==> config.mk <==
export PLATFORM = sky130hd
export DESIGN_NAME = serial_adc_ctrl
export DESIGN_NICKNAME = d
export VERILOG_FILES = /design/src/rtl/serial_adc_pkg.sv /design/src/rtl/pin_sync.sv /design/src/rtl/serial_adc_ctrl.sv
export VERILOG_INCLUDE_DIRS = /design/src /design/src/rtl
export SDC_FILE = /design/constraint.sdc
export NUM_CORES = 1
export LEC_CHECK = 0
export BUFFER_PORTS_ARGS = -buffer_cell sky130_fd_sc_hd__clkbuf_2
export CAP_MARGIN = 20
export CORE_ASPECT_RATIO = 1.5
export CORE_MARGIN = 2
export CORE_UTILIZATION = 50
export DETAILED_ROUTE_END_ITERATION = 10
export PLACE_DENSITY = 0.72
export SETUP_SLACK_MARGIN = 0.5
export SLEW_MARGIN = 0
export SYNTH_ARGS = -nofsm -noshare
export SYNTH_HDL_FRONTEND = slang
export SYNTH_SLANG_ARGS = --single-unit
==> constraint.sdc <==
create_clock -name clk_sys -period 4.7 [get_ports clk_sys]
set_clock_uncertainty 0.2 [all_clocks]
set_input_delay 0.47 -clock clk_sys [delete_from_list [all_inputs] [get_ports clk_sys]]
set_output_delay 0.47 -clock clk_sys [all_outputs]
set_load 0.05 [all_outputs]
==> src/rtl/serial_adc_regs.svh <==
`ifndef SERIAL_ADC_REGS_SVH
`define SERIAL_ADC_REGS_SVH

// clock and conversion timing
`define CLK_PERIOD_NS   20
`define CONV_TIME_NS    20000
`define CONV_CYCLES     ((`CONV_TIME_NS + `CLK_PERIOD_NS - 1) / `CLK_PERIOD_NS)

// serial clock edge positions and bit counts within a transfer
`define ADDR_BITS       4
`define SAMPLE_START    5'h04
`define SAMPLE_END      5'h0a
`define FULL_XFER       5'h10
`define RESULT_BITS     10

// address codes
`define LAST_EXT_CHAN   4'ha
`define CODE_MID_REF    4'hb
`define CODE_LOW_REF    4'hc
`define CODE_HIGH_REF   4'hd

// reset values
`define RESULT_RESET    10'h000

`endif

==> src/rtl/serial_adc_pkg.sv <==
package serial_adc_pkg;
	typedef enum logic [0:0]
	{
		CONV_IDLE = 1'b0,
		CONV_RUN  = 1'b1
	} conv_state_type;

	typedef logic [9:0]  result_type;
	typedef logic [13:0] mux_type;
endpackage

==> src/rtl/pin_sync.sv <==
`timescale 1ns/10ps
`default_nettype none

module pin_sync
(
	// clock and reset
	input  wire logic       clk_sys,
	input  wire logic       resetn,
	// raw pins
	input  wire logic [2:0] pinIn,
	// synchronised levels and edges
	output logic      [2:0] level,
	output logic      [2:0] rise,
	output logic      [2:0] fall
);
	logic [2:0] stage1;
	logic [2:0] stage2;
	logic [2:0] stage3;

	// two-flop synchroniser, plus a third stage for edge finding
	// reset to idle pin levels (select high, clock low) so no false edge follows reset
	always_ff @(posedge clk_sys or negedge resetn)
	begin
		if (!resetn)
		begin
			stage1 <= 3'h4;
			stage2 <= 3'h4;
			stage3 <= 3'h4;
		end
		else
		begin
			stage1 <= pinIn;
			stage2 <= stage1;
			stage3 <= stage2;
		end
	end

	// edges seen only on synchronised stages
	assign level = stage2;
	assign rise  = stage2 & ~stage3;
	assign fall  = ~stage2 & stage3;
endmodule

`default_nettype wire

==> src/rtl/serial_adc_ctrl.sv <==
`timescale 1ns/10ps
`default_nettype none
`include "serial_adc_regs.svh"

module serial_adc_ctrl
(
	// clock and reset
	input  wire logic                       clk_sys,
	input  wire logic                       resetn,
	// serial pins
	input  wire logic                       selectN,
	input  wire logic                       serClk,
	input  wire logic                       addrIn,
	output logic                            dataOut,
	output logic                            dataOutOeN,
	output logic                            eocOut,
	// converter core side
	input  wire serial_adc_pkg::result_type convResult,
	output serial_adc_pkg::mux_type         muxSelect,
	output logic                            sampleEn,
	output logic                            convStart
);
	import serial_adc_pkg::*;

	localparam logic [15:0] CONV_LAST = 16'(`CONV_CYCLES - 1);

	logic [2:0] level;
	logic [2:0] rise;
	logic [2:0] fall;
	logic       selHigh;
	logic       selFall;
	logic       clkRise;
	logic       clkFall;
	logic       addrBit;

	conv_state_type convState;
	conv_state_type next_convState;
	logic [15:0]    convCnt;
	logic [15:0]    next_convCnt;
	logic [4:0]     riseCnt;
	logic [4:0]     next_riseCnt;
	logic [4:0]     fallCnt;
	logic [4:0]     next_fallCnt;
	logic [3:0]     addrShift;
	logic [3:0]     next_addrShift;
	mux_type        next_muxSelect;
	result_type     outShift;
	result_type     next_outShift;
	result_type     resultReg;
	result_type     next_resultReg;
	logic           doneEarly;
	logic           next_doneEarly;
	logic           next_sampleEn;
	logic           next_convStart;
	logic           next_eocOut;
	logic           restartNow;

	// channel code to one-hot mux enable, unused codes select nothing
	function automatic mux_type decodeChannel(input logic [3:0] code);
		mux_type sel;
		sel = '0;
		if (code <= `CODE_HIGH_REF)
			sel[code] = 1'b1;
		return sel;
	endfunction

	pin_sync u_sync
	(
		.clk_sys (clk_sys),
		.resetn  (resetn),
		.pinIn   ({selectN, serClk, addrIn}),
		.level   (level),
		.rise    (rise),
		.fall    (fall)
	);

	assign selHigh = level[2];
	assign selFall = fall[2];
	assign clkRise = rise[1] & ~selHigh;
	assign clkFall = fall[1] & ~selHigh;
	assign addrBit = level[0];

	// sequence, shift and conversion control
	always_comb
	begin
		next_convState = convState;
		next_convCnt   = convCnt;
		next_riseCnt   = riseCnt;
		next_fallCnt   = fallCnt;
		next_addrShift = addrShift;
		next_muxSelect = muxSelect;
		next_outShift  = outShift;
		next_resultReg = resultReg;
		next_doneEarly = doneEarly;
		next_sampleEn  = sampleEn;
		next_convStart = 1'b0;
		next_eocOut    = eocOut;
		restartNow     = 1'b0;
		if (selFall)
		begin
			// new transfer; an ongoing conversion is dropped
			next_riseCnt   = '0;
			next_fallCnt   = '0;
			next_outShift  = resultReg;
			next_sampleEn  = 1'b0;
			next_doneEarly = 1'b0;
			next_convState = CONV_IDLE;
			next_eocOut    = 1'b1;
		end
		else
		begin
			if (clkRise)
			begin
				if (riseCnt < 5'(`ADDR_BITS))
					next_addrShift = {addrShift[2:0], addrBit};
				if (riseCnt == 5'(`ADDR_BITS - 1))
					next_muxSelect = decodeChannel({addrShift[2:0], addrBit});
				if (riseCnt != 5'h1f)
					next_riseCnt = riseCnt + 5'h01;
			end
			if (clkFall)
			begin
				if (fallCnt != 5'h1f)
					next_fallCnt = fallCnt + 5'h01;
				if (fallCnt < 5'(`SAMPLE_END - 1))
					next_outShift = {outShift[8:0], 1'b0};
				if (fallCnt == `SAMPLE_START - 5'h01)
					next_sampleEn = 1'b1;
				if (fallCnt == `SAMPLE_END - 5'h01)
				begin
					// hand over to conversion
					next_sampleEn  = 1'b0;
					next_convStart = 1'b1;
					next_convState = CONV_RUN;
					next_convCnt   = '0;
					next_eocOut    = 1'b0;
					next_outShift  = '0;
				end
				if (fallCnt == `FULL_XFER - 5'h01 && doneEarly)
				begin
					// slow held-select: sixteenth fall begins next sequence
					next_riseCnt   = '0;
					next_fallCnt   = '0;
					next_outShift  = resultReg;
					next_doneEarly = 1'b0;
				end
			end
			if (convState == CONV_RUN)
			begin
				next_convCnt = convCnt + 16'h0001;
				if (convCnt == CONV_LAST)
				begin
					next_convState = CONV_IDLE;
					next_resultReg = convResult;
					next_eocOut    = 1'b1;
					if (!selHigh && (fallCnt == `SAMPLE_END || fallCnt == `FULL_XFER))
					begin
						// fast held-select: done edge begins next sequence
						restartNow    = 1'b1;
						next_riseCnt  = '0;
						next_fallCnt  = '0;
						next_outShift = convResult;
					end
					else if (!selHigh)
						next_doneEarly = 1'b1;
				end
			end
		end
	end

	always_ff @(posedge clk_sys or negedge resetn)
	begin
		if (!resetn)
		begin
			convState  <= CONV_IDLE;
			convCnt    <= '0;
			riseCnt    <= '0;
			fallCnt    <= '0;
			addrShift  <= '0;
			muxSelect  <= '0;
			outShift   <= `RESULT_RESET;
			resultReg  <= `RESULT_RESET;
			doneEarly  <= 1'b0;
			sampleEn   <= 1'b0;
			convStart  <= 1'b0;
			eocOut     <= 1'b1;
			dataOutOeN <= 1'b1;
		end
		else
		begin
			convState  <= next_convState;
			convCnt    <= next_convCnt;
			riseCnt    <= next_riseCnt;
			fallCnt    <= next_fallCnt;
			addrShift  <= next_addrShift;
			muxSelect  <= next_muxSelect;
			outShift   <= next_outShift;
			resultReg  <= next_resultReg;
			doneEarly  <= next_doneEarly;
			sampleEn   <= next_sampleEn;
			convStart  <= next_convStart;
			eocOut     <= next_eocOut;
			dataOutOeN <= selHigh;
		end
	end

	assign dataOut = outShift[9];
endmodule

`default_nettype wire

==> impl_metrics.py <==
metrics = {
    "outcome": {
        "status": "finished clean",
    },
    "job": {
        "cap_violations": 0,
    },
    "clocking": {
        "clk_pin_slew_ns": 0.08,
        "cts_buffers": 9,
        "cts_setup_buffers": 0,
        "ctsResizeCount": 0,
        "clockBufferDepth": 2,
        "htreeDepth": 3,
        "worstSkewPairLatency_ns": 0.36,
        "cts_tree": "done",
        "cts.sinks": 76,
        "cts-root-buf": "clkbuf_8",
    },
    "timing": {
        "worst_pin_slew_ns": 1.08,
        "maxSlewViolCount": 0,
        "rsz0062_at_grt": "no",
        "fmax_mhz": 356,
        "slew_headroom_pct": 27.5,
        "setup_viol": 0,
        "fin_crit_ns": 2.81,
        "hold_violations": 0,
        "min_period_over_period_pct": 59.7,
        "tns_ns": 0,
    },
    "floorplan": {
        "num_io_pins": 34,
        "fp.dieH_um": 107,
        "fp-row-count": 37,
        "dieWidth_um": 73.0,
        "die_area_um2": 7840,
        "initial_core_util_pct": 51.7,
        "core_area_um2": 6900,
    },
    "setup_path": {
        "r2r_slack_ns": 1.89,
        "cp.arrival_ns": 2.85,
        "required_ns": 4.74,
        "start_kind": "flip-flop",
        "crit_start": "fallCnt[4]",
        "worst_setup_path_end_kind": "flip-flop",
        "critPathKind": "reg -> reg",
        "crit_fanout": 11,
        "r2r-start": "fallCnt[4]",
        "rr_worst_depth": 5,
        "cp-endpoint": "convCnt[6]",
        "r2r-end": "convCnt[6]",
    },
    "global_route": {
        "busiest_layer": "met2",
        "overflow": 0,
        "grt_pass1_wl_mm": 12.7,
        "antenna_found_initial": 0,
        "grt_max_degree": 77,
        "gr-usage-met2_pct": 34.2,
        "met3_usage_pct": 5.34,
        "grtUsageTotal_pct": 20.9,
        "grtUsageMet1_pct": 26.7,
        "grt_pass1_vias": 2748,
    },
    "synthesis": {
        "ys_types": 47,
        "ys_seq_area_share_pct": 53.4,
        "synth_fp_nets": 362,
        "avgSynthCellArea_um2": 10.5,
        "ys_warn_count": 0,
        "ys_ff_latch": 76,
        "syn_area_um2": 3570,
        "synth-edff-count": 0,
        "synth_ff_type": "dfrtp_1",
        "synth_cells": 341,
        "async_reset_ff_share_pct": 100,
    },
    "min_path": {
        "whs_path_depth": 1,
        "hold_class": "in -> reg",
    },
    "route": {
        "drt_iter0_markers": 195,
        "via_per_inst": 6.10,
        "first_pass_iters": 5,
        "drt.antenna.violating_nets": 0,
        "drt-total-wl_mm": 7.35,
        "remaining_drc_errors": 0,
        "num_vias": 2763,
        "wl_per_cell_um": 16.2,
    },
    "placement": {
        "dp_hpwl_mm": 4.93,
        "portBuffers": 33,
        "gp_congestion": 0.875,
    },
    "finish": {
        "final_cell_mix": "dfrtp_1, nand2_1, clkbuf_2",
        "drive_gt1_share_pct": 20.0,
        "fillers": 608,
        "fin_nets": 391,
        "diodes": 0,
        "layout_commonest_cell": "dfrtp_1",
        "syn_to_final_growth_pct": 13.5,
    },
    "power": {
        "power_mw": 1.43,
        "p_leak_nw": 1.84,
        "power_density_nw_per_um2": 354,
        "ir_worst_vdd_mv": 0.198,
    },
}
report_power, final:
part           internal, mW  total (mW)  switching [mW]
sequential            0.674       0.703          0.0296
clock                 0.384       0.631           0.247
combinational        0.0330      0.0997          0.0666
total                  1.09        1.43           0.343
final cells by class:
class,count,area (µm²),share of cell area [%]
clock buffers,11,151,3.74
repair buffers,37,198,4.88
clock inverters,5,108,2.66
well taps,78,97.6,2.41
flip-flops and latches,76,1910,47.1
inverters,8,30.0,0.741
multi-input cells,238,1560,38.5
cell usage after synthesis, types with 9 or more instances:
master	number	area, µm²
o211ai_1	10	75.1
o21ai_0	18	90.1
mux2_2	14	158
nand4_1	15	93.8
nand2_1	45	169
nor2_1	13	48.8
a32oi_1	9	78.8
clkbuf_1	16	60.1
nand3_1	13	65.1
o31ai_1	11	82.6
dfrtp_1	72	1800
repair_timing:
| action | CTS | global route |
|---|---|---|
| hold buffers | 1 | 0 |
| setup endpoints to repair | 0 | 0 |
| hold endpoints to repair | 1 | 0 |
cell families (layout without fill, tap and decap cells):
| group | count (synthesis) | after routing | synth area share, % |
|---|---|---|---|
| mux | 22 | 22 | 6.66 |
| fa+ha+maj | 6 | 6 | 2.10 |
| simple gates | 128 | 128 | 18.9 |
| buf+inv | 27 | 61 | 2.88 |
| xor+xnor | 2 | 2 | 0.491 |
| flops | 76 | 76 | 53.4 |
| compound gates | 80 | 80 | 15.5 |
per-layer routing:
layer	part of all wire (%)	wire, µm
met1	44	3260
met2	50	3680
met3	3.5	254
met4	2.0	149
met5	0	0
sequential cells by signal, indices dropped and copies added, names as in the netlist, 3 cells and up:
name / flops
muxSelect: 14
outShift: 10
u_sync.stage1: 3
fallCnt: 5
resultReg: 10
u_sync.level: 3
riseCnt: 5
convCnt: 16
addrShift: 3
worst max-delay path: stages, from the launching register on:
cell,delay (ns)
dfrtp_1,0.45
nor4b_1,0.80
nand4_1,0.62
inv_1,0.25
a21oi_1,0.09
mux2_2,0.29
worst min path at each step:
stage | end | slack [ns] | start
6_report | u_sync.stage1[1] | 0.02 | serClk
5_1_grt | u_sync.stage1[0] | 0.01 | addrIn
4_1_cts | u_sync.stage1[0] | 0.01 | addrIn
3_5_place_dp | u_sync.level[0] | 0.14 | u_sync.stage1[0]
3_3_place_gp | u_sync.level[0] | 0.13 | u_sync.stage1[0]
2_1_floorplan | addrShift[0] | -0.03 | resetn
per-stage QoR:
step | area [µm²] | setup slack, ns | utilization (%) | hold slack, ns | cells
global route | 4050 | 1.68 | 58.7 | 0.0105 | 453
floorplan | 3570 | 2.26 | - | -0.0256 | 341
detailed placement | 3780 | 1.89 | 54.8 | 0.137 | 436
global placement | 3780 | 2.03 | 54.7 | 0.131 | 435
CTS | 4050 | 1.89 | 58.7 | 0.0148 | 453
finish | 4050 | 1.89 | 58.7 | 0.0213 | 453
(Power assumes the default switching activity.)
